--- src/rtl/uesc_defs.svh ---
// Register offsets, field positions, reset values and timing constants of the error/status block.
`ifndef UESC_DEFS_SVH
`define UESC_DEFS_SVH

`define UESC_OFS_ERR_FLAGS   12'h000
`define UESC_OFS_ERR_ENABLES 12'h004
`define UESC_OFS_STATUS      12'h008
`define UESC_OFS_CONTROL     12'h00c
`define UESC_OFS_INT_FLAGS   12'h010
`define UESC_OFS_INT_ENABLES 12'h014

`define UESC_ERR_PID      0
`define UESC_ERR_CRC5_EOF 1
`define UESC_ERR_CRC16    2
`define UESC_ERR_FSIZE    3
`define UESC_ERR_BTO      4
`define UESC_ERR_DMA      5
`define UESC_ERR_BMX      6
`define UESC_ERR_STUFF    7

`define UESC_ST_ODD       2
`define UESC_ST_DIR       3
`define UESC_ST_EP_LSB    4
`define UESC_ST_EP_MSB    7

`define UESC_CON_EN       0
`define UESC_CON_PINGPONG_POINTER_RESET   1
`define UESC_CON_RESUME   2
`define UESC_CON_HOST_ROLE_ENABLE   3
`define UESC_CON_BUS_RESET_DRIVE   4
`define UESC_CON_PACKET_PROCESSING_DISABLE   5
`define UESC_CON_SE0      6
`define UESC_CON_LIVE_J_LINE_FLAG   7

`define UESC_INT_ERR      1
`define UESC_INT_TRN      3

`define UESC_RST_BYTE     8'h00
`define UESC_RST_WORD     32'h0000_0000
`define UESC_QUEUE_DEPTH  4
`define UESC_BTO_BITS     16
`define UESC_CLK_PERIOD_NS 25
`define UESC_SOF_PERIOD_NS 1000000
`define UESC_SOF_CYCLES   (`UESC_SOF_PERIOD_NS / `UESC_CLK_PERIOD_NS)

`endif

--- src/rtl/uesc_pkg.sv ---
// Types shared by the error/status/control block.
package uesc_pkg;
  typedef logic [7:0] uesc_byte_t;
  typedef logic [5:0] uesc_entry_t;
  typedef enum logic [1:0] {UESC_BTO_IDLE, UESC_BTO_WAIT, UESC_BTO_DONE} uesc_bto_t;
endpackage

--- src/rtl/uesc_top.sv ---
// Error flags, transaction status queue and module control for a dual-role USB controller.
`timescale 1ns/1ps
`include "uesc_defs.svh"

module uesc_top
  import uesc_pkg::*;
#(
  parameter int SOF_CYCLES = `UESC_SOF_CYCLES
)(
  input  wire logic        clk_sys,
  input  wire logic        reset_n,
  input  wire logic        psel,
  input  wire logic        penable,
  input  wire logic        pwrite,
  input  wire logic [11:0] paddr,
  input  wire logic [31:0] pwdata,
  output logic [31:0]      prdata,
  output logic             pready,
  output logic             pslverr,
  input  wire logic        pid_check_fail,
  input  wire logic        token_crc_fail,
  input  wire logic        data_crc_fail,
  input  wire logic        field_size_fail,
  input  wire logic        stuffing_fail,
  input  wire logic        bus_matrix_fail,
  input  wire logic        dma_grant_late,
  input  wire logic        buffer_truncated,
  input  wire logic        link_busy,
  input  wire logic        frame_count_zero,
  input  wire logic        eop_seen,
  input  wire logic        response_seen,
  input  wire logic        bit_tick,
  input  wire logic        token_done,
  input  wire logic [3:0]  token_done_endpoint,
  input  wire logic        token_done_tx,
  input  wire logic        token_done_odd,
  input  wire logic        setup_token_seen,
  input  wire logic        token_in_progress,
  input  wire logic        line_j_pin,
  input  wire logic        line_se0_pin,
  output logic             module_cpu_interrupt_flag,
  output logic             module_enable,
  output logic             packet_processing_disable,
  output logic             bus_reset_drive,
  output logic             host_role_enable,
  output logic             host_logic_reset,
  output logic             resume_drive,
  output logic             low_speed_eop_send,
  output logic             pingpong_pointer_reset,
  output logic             frame_token_send
);

  // Register state.
  uesc_byte_t  err_flags_ff;
  uesc_byte_t  err_en_ff;
  logic        err_summary_ff;
  logic        err_summary_en_ff;
  logic        tok_flag_ff;
  logic [5:0]  con_ff;
  logic [31:0] prdata_ff;
  logic        pready_ff;
  logic        pslverr_ff;
  logic        irq_ff;
  logic        host_rst_ff;
  logic        ls_eop_ff;
  logic        sof_send_ff;
  logic [2:0]  j_sync_ff;
  logic [2:0]  se0_sync_ff;
  logic        j_live_ff;
  logic        se0_live_ff;
  uesc_entry_t queue_ff [`UESC_QUEUE_DEPTH];
  logic [1:0]  rd_ptr_ff;
  logic [1:0]  wr_ptr_ff;
  logic [2:0]  count_ff;
  uesc_bto_t   bto_state_ff;
  logic [4:0]  bto_bits_ff;
  logic [15:0] sof_cnt_ff;

  // Bus decode: writes take effect at the access edge; read data is captured at the end of the setup cycle.
  logic        acc;
  logic        wr_acc;
  logic        setup;
  logic        hit;
  logic        host_mode;
  assign acc       = psel & penable & pready_ff;
  assign wr_acc    = acc & pwrite;
  assign setup     = psel & ~penable;
  assign host_mode = con_ff[`UESC_CON_HOST_ROLE_ENABLE];
  assign hit       = (paddr == `UESC_OFS_ERR_FLAGS) | (paddr == `UESC_OFS_ERR_ENABLES)
                   | (paddr == `UESC_OFS_STATUS) | (paddr == `UESC_OFS_CONTROL)
                   | (paddr == `UESC_OFS_INT_FLAGS) | (paddr == `UESC_OFS_INT_ENABLES);

  logic wr_eflags;
  logic wr_een;
  logic wr_con;
  logic wr_iflags;
  logic wr_ien;
  assign wr_eflags = wr_acc & (paddr == `UESC_OFS_ERR_FLAGS);
  assign wr_een    = wr_acc & (paddr == `UESC_OFS_ERR_ENABLES);
  assign wr_con    = wr_acc & (paddr == `UESC_OFS_CONTROL);
  assign wr_iflags = wr_acc & (paddr == `UESC_OFS_INT_FLAGS);
  assign wr_ien    = wr_acc & (paddr == `UESC_OFS_INT_ENABLES);

  // Error events in flag order; the CRC5 slot changes meaning with the role.
  logic       bto_evt;
  uesc_byte_t err_evt;
  assign err_evt[`UESC_ERR_PID]      = pid_check_fail;
  assign err_evt[`UESC_ERR_CRC5_EOF] = host_mode ? (link_busy & frame_count_zero)
                                                 : token_crc_fail;
  assign err_evt[`UESC_ERR_CRC16]    = data_crc_fail;
  assign err_evt[`UESC_ERR_FSIZE]    = field_size_fail;
  assign err_evt[`UESC_ERR_BTO]      = bto_evt;
  assign err_evt[`UESC_ERR_DMA]      = dma_grant_late | buffer_truncated;
  assign err_evt[`UESC_ERR_BMX]      = bus_matrix_fail;
  assign err_evt[`UESC_ERR_STUFF]    = stuffing_fail;

  // Per-bit sticky flags; an event in the clearing cycle survives.
  genvar gi;
  generate
    for (gi = 0; gi < 8; gi++)
    begin : g_err
      always_ff @(posedge clk_sys)
      begin
        if (!reset_n)
          err_flags_ff[gi] <= 1'b0;
        else if (err_evt[gi])
          err_flags_ff[gi] <= 1'b1;
        else if (wr_eflags && pwdata[gi])
          err_flags_ff[gi] <= 1'b0;
      end
    end
  endgenerate

  // Enable registers.
  always_ff @(posedge clk_sys)
  begin
    if (!reset_n)
    begin
      err_en_ff         <= `UESC_RST_BYTE;
      err_summary_en_ff <= 1'b0;
    end
    else
    begin
      if (wr_een)
        err_en_ff <= pwdata[7:0];
      if (wr_ien)
        err_summary_en_ff <= pwdata[`UESC_INT_ERR];
    end
  end

  // Summary error flag: only enabled error events set it, set beats clear.
  always_ff @(posedge clk_sys)
  begin
    if (!reset_n)
      err_summary_ff <= 1'b0;
    else if (|(err_evt & err_en_ff))
      err_summary_ff <= 1'b1;
    else if (wr_iflags && pwdata[`UESC_INT_ERR])
      err_summary_ff <= 1'b0;
  end

  // Processor interrupt follows the summary flag only when it is enabled.
  always_ff @(posedge clk_sys)
  begin
    if (!reset_n)
      irq_ff <= 1'b0;
    else
      irq_ff <= err_summary_ff & err_summary_en_ff;
  end

  // Turnaround watch: counts bit-times after an EOP until a response arrives.
  always_ff @(posedge clk_sys)
  begin
    if (!reset_n)
    begin
      bto_state_ff <= UESC_BTO_IDLE;
      bto_bits_ff  <= 5'h00;
    end
    else
    begin
      case (bto_state_ff)
        UESC_BTO_IDLE:
        begin
          if (eop_seen)
          begin
            bto_state_ff <= UESC_BTO_WAIT;
            bto_bits_ff  <= 5'h00;
          end
        end
        UESC_BTO_WAIT:
        begin
          if (response_seen)
            bto_state_ff <= UESC_BTO_IDLE;
          else if (bit_tick)
          begin
            bto_bits_ff <= bto_bits_ff + 5'h01;
            if (bto_bits_ff == 5'(`UESC_BTO_BITS))
              bto_state_ff <= UESC_BTO_DONE;
          end
        end
        UESC_BTO_DONE:
          bto_state_ff <= UESC_BTO_IDLE;
        default:
          bto_state_ff <= UESC_BTO_IDLE;
      endcase
    end
  end
  assign bto_evt = (bto_state_ff == UESC_BTO_DONE);

  // Status queue: push on token completion, pop on clearing the completion flag.
  logic pop;
  logic push;
  assign pop  = wr_iflags & pwdata[`UESC_INT_TRN] & (count_ff != 3'h0);
  assign push = token_done & (count_ff != 3'(`UESC_QUEUE_DEPTH));

  always_ff @(posedge clk_sys)
  begin
    if (!reset_n)
    begin
      rd_ptr_ff <= 2'h0;
      wr_ptr_ff <= 2'h0;
      count_ff  <= 3'h0;
    end
    else
    begin
      if (push)
        wr_ptr_ff <= wr_ptr_ff + 2'h1;
      if (pop)
        rd_ptr_ff <= rd_ptr_ff + 2'h1;
      if (push && !pop)
        count_ff <= count_ff + 3'h1;
      else if (pop && !push)
        count_ff <= count_ff - 3'h1;
    end
  end

  // Entry storage; no reset needed since contents are invalid while empty.
  always_ff @(posedge clk_sys)
  begin
    if (push)
      queue_ff[wr_ptr_ff] <= {token_done_endpoint, token_done_tx, token_done_odd};
  end

  // Completion flag shows that a valid head entry stands; a push in the pop cycle keeps it.
  always_ff @(posedge clk_sys)
  begin
    if (!reset_n)
      tok_flag_ff <= 1'b0;
    else if (push)
      tok_flag_ff <= 1'b1;
    else if (pop)
      tok_flag_ff <= (count_ff != 3'h1);
  end

  // Line inputs come from pins: three stages, a change counts once stages two and three agree.
  always_ff @(posedge clk_sys)
  begin
    if (!reset_n)
    begin
      j_sync_ff   <= 3'h0;
      se0_sync_ff <= 3'h0;
      j_live_ff   <= 1'b0;
      se0_live_ff <= 1'b0;
    end
    else
    begin
      j_sync_ff   <= {j_sync_ff[1:0], line_j_pin};
      se0_sync_ff <= {se0_sync_ff[1:0], line_se0_pin};
      if (j_sync_ff[1] == j_sync_ff[2])
        j_live_ff <= j_sync_ff[2];
      if (se0_sync_ff[1] == se0_sync_ff[2])
        se0_live_ff <= se0_sync_ff[2];
    end
  end

  // Control bits; in device mode the SETUP token forces packet disable over a software clear.
  always_ff @(posedge clk_sys)
  begin
    if (!reset_n)
      con_ff <= 6'h00;
    else
    begin
      if (wr_con)
        con_ff <= pwdata[5:0];
      if (!host_mode && setup_token_seen)
        con_ff[`UESC_CON_PACKET_PROCESSING_DISABLE] <= 1'b1;
    end
  end

  // Host-logic reset pulses on every change of the host enable bit.
  always_ff @(posedge clk_sys)
  begin
    if (!reset_n)
    begin
      host_rst_ff <= 1'b0;
      ls_eop_ff   <= 1'b0;
    end
    else
    begin
      host_rst_ff <= wr_con & (pwdata[`UESC_CON_HOST_ROLE_ENABLE] != host_mode);
      ls_eop_ff   <= wr_con & host_mode & con_ff[`UESC_CON_RESUME]
                   & ~pwdata[`UESC_CON_RESUME];
    end
  end

  // Frame token timer runs only in host mode with frame tokens enabled.
  always_ff @(posedge clk_sys)
  begin
    if (!reset_n)
    begin
      sof_cnt_ff  <= 16'h0000;
      sof_send_ff <= 1'b0;
    end
    else if (host_mode && con_ff[`UESC_CON_EN] && !host_rst_ff)
    begin
      sof_send_ff <= (sof_cnt_ff == 16'(SOF_CYCLES - 1));
      if (sof_cnt_ff == 16'(SOF_CYCLES - 1))
        sof_cnt_ff <= 16'h0000;
      else
        sof_cnt_ff <= sof_cnt_ff + 16'h0001;
    end
    else
    begin
      sof_cnt_ff  <= 16'h0000;
      sof_send_ff <= 1'b0;
    end
  end

  // Read data and answer are prepared in the setup cycle, so every access takes no wait.
  logic [31:0] rd_mux;
  always_comb
  begin
    rd_mux = `UESC_RST_WORD;
    case (paddr)
      `UESC_OFS_ERR_FLAGS:   rd_mux[7:0] = err_flags_ff;
      `UESC_OFS_ERR_ENABLES: rd_mux[7:0] = err_en_ff;
      `UESC_OFS_STATUS:
        if (tok_flag_ff)
          rd_mux[`UESC_ST_EP_MSB:`UESC_ST_ODD] = queue_ff[rd_ptr_ff];
      `UESC_OFS_CONTROL:
      begin
        rd_mux[5:0]              = con_ff;
        rd_mux[`UESC_CON_PACKET_PROCESSING_DISABLE] = host_mode ? token_in_progress
                                             : con_ff[`UESC_CON_PACKET_PROCESSING_DISABLE];
        rd_mux[`UESC_CON_SE0]    = se0_live_ff;
        rd_mux[`UESC_CON_LIVE_J_LINE_FLAG] = j_live_ff;
      end
      `UESC_OFS_INT_FLAGS:
      begin
        rd_mux[`UESC_INT_ERR] = err_summary_ff;
        rd_mux[`UESC_INT_TRN] = tok_flag_ff;
      end
      `UESC_OFS_INT_ENABLES: rd_mux[`UESC_INT_ERR] = err_summary_en_ff;
      default:               rd_mux = `UESC_RST_WORD;
    endcase
  end

  // Bus answer registers.
  always_ff @(posedge clk_sys)
  begin
    if (!reset_n)
    begin
      prdata_ff  <= `UESC_RST_WORD;
      pready_ff  <= 1'b0;
      pslverr_ff <= 1'b0;
    end
    else
    begin
      pready_ff  <= setup;
      pslverr_ff <= setup & ~hit;
      if (setup && !pwrite)
        prdata_ff <= rd_mux;
    end
  end

  assign prdata                    = prdata_ff;
  assign pready                    = pready_ff;
  assign pslverr                   = pslverr_ff;
  assign module_cpu_interrupt_flag = irq_ff;
  assign module_enable             = con_ff[`UESC_CON_EN] & ~host_mode;
  assign packet_processing_disable = con_ff[`UESC_CON_PACKET_PROCESSING_DISABLE] & ~host_mode;
  assign bus_reset_drive           = con_ff[`UESC_CON_BUS_RESET_DRIVE] & host_mode;
  assign host_role_enable          = host_mode;
  assign host_logic_reset          = host_rst_ff;
  assign resume_drive              = con_ff[`UESC_CON_RESUME];
  assign low_speed_eop_send        = ls_eop_ff;
  assign pingpong_pointer_reset    = con_ff[`UESC_CON_PINGPONG_POINTER_RESET];
  assign frame_token_send          = sof_send_ff;
endmodule // uesc_top

--- config.mk ---
export PLATFORM = sky130hd
export DESIGN_NAME = uesc_top
export DESIGN_NICKNAME = d
export VERILOG_FILES = /design/src/rtl/uesc_pkg.sv /design/src/rtl/uesc_top.sv
export VERILOG_INCLUDE_DIRS = /design/src /design/src/rtl
export SDC_FILE = /design/constraint.sdc
export NUM_CORES = 1
export LEC_CHECK = 0
export BUFFER_PORTS_ARGS = -buffer_cell sky130_fd_sc_hd__buf_2
export CELL_PAD_IN_SITES_DETAIL_PLACEMENT = 1
export CELL_PAD_IN_SITES_GLOBAL_PLACEMENT = 1
export CORE_MARGIN = 4
export CORE_UTILIZATION = 35
export DETAILED_ROUTE_END_ITERATION = 8
export PLACE_DENSITY = 0.81
export SLEW_MARGIN = 20
export SYNTH_ARGS = -nofsm -noshare
export SYNTH_HDL_FRONTEND = slang
export SYNTH_SLANG_ARGS = --single-unit
--- constraint.sdc ---
create_clock -name clk_sys -period 2.39 [get_ports clk_sys]
set_clock_uncertainty 0.15 [all_clocks]
set_input_delay 0.239 -clock clk_sys [delete_from_list [all_inputs] [get_ports clk_sys]]
set_output_delay 0.239 -clock clk_sys [all_outputs]
set_load 0.02 [all_outputs]
# --- Word level (Yosys, flattened, before mapping) ---
# Memories as Yosys holds them, arrays and structs flattened. A register that Yosys moved wholly into a read port is not among the register bits.
# Index checks and enable logic that the tools add are counted.
op_classes:
  reduce_logical: 41
  n_shift: 0
  n_lt_le_gt_ge: 0
  n_eq_ne: 19
  multipliers: 0
  addsub: 6
  n_mux: 45
  bitwise: 35
  div_mod_pow: 0
ops:
  columns: ["op", "n"]
  rows:
  - ["2-bit nonzero test", 13]
  - ["1-bit 2-to-1 mux", 25]
  - ["12-bit by 4-bit == test with 1-bit output (second input constant)", 2]
  - ["12-bit by 5-bit == test with 1-bit output (second input constant)", 2]
  - ["1-bit bitwise AND", 22]
  - ["16-bit by 1-bit adder with 16-bit output (second input constant)", 1]
  - ["16-bit == test (second input constant)", 1]
  - ["4-bit one-hot mux with 4 select lines", 1]
  - ["1-bit logical AND", 15]
  - ["5-bit 2-to-1 mux", 3]
  - ["12-bit by 3-bit == test with 1-bit output (second input constant)", 1]
  - ["12-bit logical NOT", 1]
  - ["2-bit 2-to-1 mux", 6]
  - ["6-bit 2-to-1 mux", 2]
  - ["1-bit one-hot mux with 5 select lines", 2]
  - ["5-bit one-hot mux with 2 select lines", 1]
  - ["3-bit != test (second input constant)", 3]
  - ["8-bit bitwise AND", 1]
  - ["8-bit OR reduction", 1]
  - ["3-bit 2-to-1 mux", 2]
  - ["2-bit != test (second input constant)", 3]
  - ["1-bit NOT", 6]
  - ["1-bit OR", 6]
  - ["5-bit by 1-bit adder with 5-bit output (second input constant)", 1]
  - ["19 further kinds", 25]
totals:
  register_bits: 77
  word_cells: 178
  rom_bits: 0
  ramBits: 24
  output_inout_bits: 44
  inputBits: 73
  latchBits: 0
  memories: 1
memory_table:
  columns: ["name", "depth", "width", "rd", "rd_clocked_by_memory_dff", "wr", "line", "rtl"]
  rows:
  - ["queue_ff", 4, 6, 1, 1, 1, "uesc_top.sv:71", "uesc_entry_t queue_ff [`UESC_QUEUE_DEPTH];"]

# --- Logic depth before layout (Yosys ltp) ---
# Gate-level depths: netlist of the first run.
logic_depth:
  depth_word: 9
  mapped_depth: 10
  ltp_nobuf: 10

# --- Worst setup path after synthesis of the first run ---
# Ideal clock, no wire load.
synth_timing:
  path_kind: "register to register"
  startpoint: "register pready_ff, in the netlist pready"
  endpoint: "register count_ff[2]"
  period_less_slack_ps: 2240
  n_path_buf: 0
  setup_slack_ps: 150
  setup_time_ps: 128
  arrival_ps: 1962
  required_time_ps: 2112
  path_stages_with_launch: 9
  path_cell_list: "dfxtp_1 -> and4_1 -> nand3_1 -> or3_1 -> ha_1 -> mux2_2 -> nand2_1 -> xnor2_1 -> nor2_1"
synth_between:
  elab_chain_len: 8
  word_cells_on_any_way: 10
  cone_classes: "mux: 1; bitwise: 5; reduce/logical: 4"
synth_lines:
  columns: ["element", "line", "rtl"]
  rows:
  - ["start, declared", "uesc_top.sv:61", "logic pready_ff;"]
  - ["start signal, assigned", "uesc_top.sv:369", "pready_ff <= setup;"]
  - ["1-bit bitwise AND (*)", "uesc_top.sv:85", "assign acc = psel & penable & pready_ff;"]
  - ["1-bit bitwise AND (*)", "uesc_top.sv:86", "assign wr_acc = acc & pwrite;"]
  - ["1-bit bitwise AND (*)", "uesc_top.sv:101", "assign wr_iflags = wr_acc & (paddr == `UESC_OFS_INT_FLAGS);"]
  - ["1-bit bitwise AND (*) (2 in series)", "uesc_top.sv:213", "assign pop = wr_iflags & pwdata[`UESC_INT_TRN] & (count_ff != 3'h0);"]
  - ["1-bit logical NOT", "uesc_top.sv:230", "if (push && !pop)"]
  - ["1-bit logical AND", "uesc_top.sv:230", null]
  - ["3-bit 2-to-1 mux / 2-bit nonzero test (equally long branches)", null, null]
  - ["end signal, assigned", "uesc_top.sv:231", "count_ff <= count_ff + 3'h1;"]
  - ["end signal, assigned", "uesc_top.sv:233", "count_ff <= count_ff - 3'h1;"]
  - ["end, declared", "uesc_top.sv:74", "logic [2:0] count_ff;"]
# Mark *: on every way between the ends. The rest lies on a longest branch, timed or not.
# A chain may end at the register's enable or synchronous reset.

# --- Final worst setup path of the first run ---
layout_timing:
  startpoint: "register pready_ff, in the netlist pready"
  endpoint: "register err_flags_ff[6]"
layout_between:
  elab_chain_len: 5
layout_lines:
  columns: ["element", "line", "rtl"]
  rows:
  - ["1-bit bitwise AND", "uesc_top.sv:85", null]
  - ["1-bit bitwise AND", "uesc_top.sv:86", null]
  - ["1-bit bitwise AND", "uesc_top.sv:98", "assign wr_eflags = wr_acc & (paddr == `UESC_OFS_ERR_FLAGS);"]
  - ["1-bit logical AND", "uesc_top.sv:128", "else if (wr_eflags && pwdata[gi])"]
  - ["2-bit nonzero test (no line)", null, null]
  - ["end signal, assigned by index", "uesc_top.sv:125", "err_flags_ff[gi] <= 1'b0;"]
  - ["end signal, assigned by index", "uesc_top.sv:127", "err_flags_ff[gi] <= 1'b1;"]
  - ["end signal, assigned by index", "uesc_top.sv:129", "err_flags_ff[gi] <= 1'b0;"]
  - ["end, declared", "uesc_top.sv:54", "uesc_byte_t err_flags_ff;"]
# No other way between the ends.

==> results by group, run 1 <==
Pwr
  • Sequential Power Share: 50.0%
  • VDD IR max: 331 uV
  • Clock power share: 39.1%
  • Cell Int Power: 2.78 mW
  • Switching share of power: 26.4%
  • Logic gate share of total power: 10.9%
  • Leak: 2.24 nW
  • Net Switching: 0.999 mW
  • Pwr per Cell Area: 651 nW/um2

Place
  • # port buffers: 68
  • DP HPWL: 10.0 mm
  • Placed inst area: 5330 um2
  • RePlAce Congestion: 0.828
  • Cell Count Post-Placement: 728

Finish
  • Share of layout cells above drive strength 1: 20.8%
  • Non-Filler Instances: 762
  • Nets@finish: 667
  • Util after Layout: 43.3%
  • Synth-to-Final Area Change: 20.2%
  • Filler Cell Count: 1,561
  • Fin area: 5810 um2
  • N_diodes: 0

Timing
  • Final Hold Viols: 0
  • # setup viols final: 0
  • Slew HR: 60.4%
  • Fmax: 0.445 GHz
  • Crit share post-route: 94.0%
  • Tmin final: 2250 ps
  • Setup_tns: 0 ps
  • Worst-Margin Slew: 589 ps
  • Max Slew Vio Count: 0
  • RSZ-0062 raised after global routing: no

Detailed routing
  • Initial DRC count: 233
  • Final wirelength: 13.4 mm
  • Vias: 3,959
  • TritonRoute pass-1 iters: 4
  • Via density: 5.20
  • Routed length per instance: 17.6 um
  • Residual DRC: 0
  • Routed Antenna Nets: 0

Worst setup path
  • Critical Path AT: 2340 ps
  • Crit path max fanout: 8
  • Critical path's largest stage delay: 560 ps
  • Buf/Inv on CP: 2
  • Worst R2R Setup Slack: 140 ps
  • Crit end category: flip-flop
  • Critical-path cell list: and4_1, buf_4, nor3b_1, and2_4, a31oi_1, dlygate4sd3_1
  • Crit Path Class: reg -> reg
  • Worst Setup Start Kind: flip-flop
  • Critical path required time: 2480 ps
  • CP max-delay cell: dlygate4sd3_1
  • Crit path max-delay family: simple AND/OR/NAND/NOR gates

Die
  • Die Area: 15,800 um2
  • Die H: 126 um
  • Core area: 13,400 um2
  • Site row count: 42
  • # IOs: 117
  • Die X: 126 um
  • Initial core utilization: 36.1%

Synth
  • Register area share after synthesis: 47.6%
  • Synth unique cells: 62
  • EDFF count, synth: 24
  • Synth cell count leaders: dfxtp_1 (79), a21oi_1 (41), nand3_1 (29)
  • Async S/R FF share, synth: 0%
  • Synth warnings: 0
  • Post-Synthesis Cells: 489
  • Top-area cell type share of the netlist area: 32.7%
  • Synth Flop Type: dfxtp_1
  • Syn avg cell area: 9.88 um2
  • Top post-synthesis cells by area: dfxtp_1 (33%), edfxtp_1 (15%), a21oi_1 (4.2%)
  • Most instantiated library cell after synthesis: dfxtp_1
  • Cell area after synthesis: 4830 um2
  • Post-synth top area cell: dfxtp_1
  • Flops & latches, synth: 103

Clock tree
  • Maximum clock insertion buffer count: 2
  • Clk slew on worst S/H paths: 80 ps
  • Clk sinks: 103
  • Postcts setup bufs: 0
  • Num CTS Buffers: 9
  • CTS tree: built
  • CTS root buf: clkbuf_16
  • H-tree depth: 3
  • Worst-skew pair later-pin latency: 360 ps

Job
  • Max cap viols: 0

Min path
  • Worst hold path type: in -> reg

Outcome
  • Outcome: complete, no violations

GRT
  • GRT overflow: 0
  • Initial antenna violation count: 0
  • Global Route Usage Sum: 17.4%
  • First-pass GRT wire length: 21.9 mm
  • Pin count of the biggest net entering global routing: 21
  • Number of global-route vias before repair: 4,305
stage by stage:
step / power [mW] / setup WS, ps / hold slack, ps
3_5_place_dp: 2.32 / 35.4 / 277
5_1_grt: 3.96 / 19.6 / 20.6
2_1_floorplan: 2.19 / 150 / 160
6_report: 3.78 / 143 / 19.7
3_3_place_gp: 2.29 / 73.9 / 271
4_1_cts: 3.83 / 14.1 / 5.05
layout make-up:
cell class | count | area [um2] | area share, %
Clock buffer | 10 | 239 | 4.12
Timing Repair Buffer | 104 | 656 | 11.3
Multi-Input combinational cell | 341 | 2250 | 38.7
Sequential cell | 103 | 2300 | 39.7
Inverter | 22 | 82.6 | 1.42
Tap cell | 176 | 220 | 3.79
Clock inverter | 6 | 57.6 | 0.991
final timing paths:
kind / from / cells past startpoint / to
max reg2reg: pready / 6 / err_flags_ff[6]
min: field_size_fail / 3 / err_flags_ff[3]
min reg2reg: j_sync_ff[0] / 1 / j_sync_ff[1]
max: pready / 6 / err_flags_ff[6]
state kept, by name (all words and copies together) (netlist names), 2 cells and up, named ones only:
| signal | count |
|---|---|
| rd_ptr_ff | 2 |
| sof_cnt_ff | 16 |
| prdata | 8 |
| err_en_ff | 8 |
| j_sync_ff | 3 |
| count_ff | 3 |
| con_ff | 6 |
| err_flags_ff | 8 |
| bto_bits_ff | 5 |
| queue_ff | 24 |
| se0_sync_ff | 3 |
| wr_ptr_ff | 2 |
| bto_state_ff | 2 |
power groups by stage:
stage          Sequential (mW)  Combinational, mW  Clock (mW)
2_1_floorplan             1.93              0.266           0
3_3_place_gp              1.92              0.368           0
3_5_place_dp              1.93              0.390           0
4_1_cts                   1.89              0.416        1.52
5_1_grt                   1.90              0.456        1.61
6_report                  1.89              0.412        1.48
cell usage in the layout (no fill, tap or decap), types with 18 or more instances in the layout:
| cell type | instances |
|---|---|
| dfxtp_1 | 78 |
| buf_2 | 68 |
| a21oi_1 | 41 |
| nand3_1 | 29 |
| nor2_1 | 27 |
| conb_1 | 24 |
| edfxtp_1 | 24 |
| o21ai_0 | 23 |
| inv_1 | 22 |
| dlygate4sd3_1 | 18 |
| buf_4 | 18 |
logic make-up (layout without fill, tap and decap cells):
group                      Yosys count  after routing  share of synthesized area [%]
DFF                                103            103                           47.6
AOI/OAI and AO/OA                  113            113                           13.9
muxes                               18             18                           5.33
buffers and inverters               68            142                           7.66
and+or+nand+nor                    155            155                           18.8
other                                1             24                         0.0776
xor gates and xnor gates            18             18                           3.26
adders and majority gates           13             13                           3.37
tightest hold or removal path: stages:
cell,delay [ps]
buf_2,120
inv_1,50
a31oi_1,70
routing by layer:
metal	global-route usage, %	share of wire [%]	vias to the layer above
met5	0	0	-
met4	5.93	1.5	0
met3	4.01	5.2	17
met2	30.1	51	103
met1	21.4	43	1932
li1	-	-	1907
what timing repair did:
item,CTS,global route
gates resized for setup,0,3
hold buffers,18,0
endpoints found under the hold margin,34,0
endpoints found under the setup margin,0,2
Power figures use the tool's default switching activity.
==> run 2, diff against run 1 <==
--- a/config.mk
+++ b/config.mk
@@ -14,2 +14,3 @@
 export DETAILED_ROUTE_END_ITERATION = 8
+export HOLD_SLACK_MARGIN = 0.02
 export PLACE_DENSITY = 0.81
==> constraint.sdc (replaced) <==
create_clock -name clk_sys -period 2.39 [get_ports clk_sys]
set_clock_uncertainty 0.15 [all_clocks]
set_input_delay 0.5975 -clock clk_sys [delete_from_list [all_inputs] [get_ports clk_sys]]
set_output_delay 0.5975 -clock clk_sys [all_outputs]
set_load 0.02 [all_outputs]
==> results by group, run 2 (synthesized netlist as in run 1, its figures left out) <==
Finish
  • Most frequent cells in the layout: dfxtp_1 (78), buf_2 (68), a21oi_1 (41), buf_4 (30), nand3_1 (29)
  • Top Registers: queue_ff (24), sof_cnt_ff (16)
  • Synth-to-Final Area Change: 19.0%
  • Max reg flops: 24
  • Share of layout cells above drive strength 1: 23.6%
  • Util after Layout: 42.9%
  • N_diodes: 0
  • Commonest non-fill, non-tap cell in the layout: dfxtp_1
  • Nets@finish: 662
  • Filler Cell Count: 1,539
  • Largest register by flop count: queue_ff

GRT
  • Global Route Usage Sum: 17.3%
  • GRT overflow: 0
  • First-pass GRT wire length: 21.5 mm
  • Number of global-route vias before repair: 4,175
  • Pin count of the biggest net entering global routing: 26
  • Initial antenna violation count: 0

Die
  • Die Area: 15,800 um2
  • Initial core utilization: 36.1%
  • Core area: 13,400 um2
  • # IOs: 117
  • Die X: 126 um
  • Die H: 126 um
  • Site row count: 42

Job
  • Max cap viols: 0

Outcome
  • Outcome: complete, no violations

Worst setup path
  • Crit Path Class: reg -> reg
  • Reg-to-Reg End: count_ff[2]
  • Crit path max fanout: 3
  • Critical path required time: 2490 ps
  • Reg-to-reg startpoint: count_ff[1]
  • Cell depth of the worst flop-to-flop path: 10
  • Critical Path AT: 2340 ps
  • Worst R2R Setup Slack: 150 ps
  • Crit end category: flip-flop
  • Worst Setup Start Kind: flip-flop

Clock tree
  • Num CTS Buffers: 9
  • Worst-skew pair later-pin latency: 360 ps
  • CTS tree: built
  • Maximum clock insertion buffer count: 2
  • Clk sinks: 103
  • # hold bufs at CTS: 0
  • H-tree depth: 3
  • Clk slew on worst S/H paths: 80 ps
  • CTS root buf: clkbuf_16

Detailed routing
  • Final wirelength: 13.1 mm
  • Routed Antenna Nets: 0
  • Initial DRC count: 220
  • Residual DRC: 0
  • TritonRoute pass-1 iters: 4
  • Routed length per instance: 17.4 um
  • Vias: 3,896
  • Via density: 5.15

Place
  • RePlAce Congestion: 0.806
  • Place WS: -177 ps
  • DP HPWL: 10.1 mm
  • # port buffers: 68

Pwr
  • Leak: 2.21 nW
  • VDD IR max: 419 uV
  • Pwr per Cell Area: 652 nW/um2

Timing
  • Worst-Margin Slew: 505 ps
  • Fmax: 0.447 GHz
  • PnR worst setup slack: 154 ps
  • Crit share post-route: 93.6%
  • # setup viols final: 0
  • Tmin final: 2240 ps
  • Slew HR: 65.5%
  • RSZ-0062 raised after global routing: no
  • Final Hold Viols: 0
  • Max Slew Vio Count: 0

Min path
  • Worst hold path type: in -> reg
  • Worst Hold Endpoint: err_flags_ff[7]
  • HP Start: pwdata[7]
  • Hold Crit Depth: 2
==> run 2: through the flow <==
stage | cells | area, um2 | power, mW | TNS (ps) | hold WS (ps)
after floorplan | 512 | 4940 | 2.19 | -48.9 | 262
after global placement | 741 | 5460 | 2.31 | -199 | 273
after detailed placement | 741 | 5460 | 2.34 | -428 | 273
after CTS | 757 | 5750 | 3.78 | 0 | 267
after global routing | 757 | 5750 | 3.91 | 0 | 274
final | 757 | 5750 | 3.75 | 0 | 281
==> run 2: how the worst max path moves through the flow <==
stage / to / startpoint / depth (start not counted)
2_1_floorplan: count_ff[2] / paddr[10] / 8
3_3_place_gp: count_ff[2] / paddr[10] / 9
3_5_place_dp: count_ff[2] / paddr[10] / 9
4_1_cts: count_ff[2] / count_ff[0] / 10
5_1_grt: count_ff[2] / count_ff[1] / 10
6_report: count_ff[2] / count_ff[1] / 10
==> run 2: critical path, cell delays in order (launching register included) <==
cell     delay, ps
dfxtp_1        360
inv_1           90
ha_1           230
inv_1           70
o21ai_0        130
or3_1          390
ha_2           220
mux2_2         260
nand2_1         80
xnor2_1        110
nor2_1          50
==> run 2: timing repair <==
item / in CTS / in global routing
gates resized for setup: 0 / 1
buffers inserted: 0 / 0
endpoints found under the setup margin: 0 / 1
endpoints found under the hold margin: 0 / 0
==> run 2: area by class of cell <==
type	count	area (um2)	share of cell area [%]
Tap cell	176	220	3.83
Clock inverter	7	63.8	1.11
Sequential cell	103	2300	40.1
Inverter	22	82.6	1.44
Clock buffer	9	225	3.92
Timing Repair Buffer	99	586	10.2
Multi-Input combinational cell	341	2270	39.4
==> run 2: where the power goes <==
part | internal [mW] | switching [mW]
clock | 0.729 | 0.720
sequential | 1.85 | 0.0371
combinational | 0.160 | 0.246
==> run 2: layer usage <==
layer	up-vias	GRT usage [%]	share of wire, %
met5	-	0	0
met4	0	5.23	1.5
met1	1879	20.7	42
met3	21	5.67	6.3
met2	109	29.4	50
li1	1887	-	-
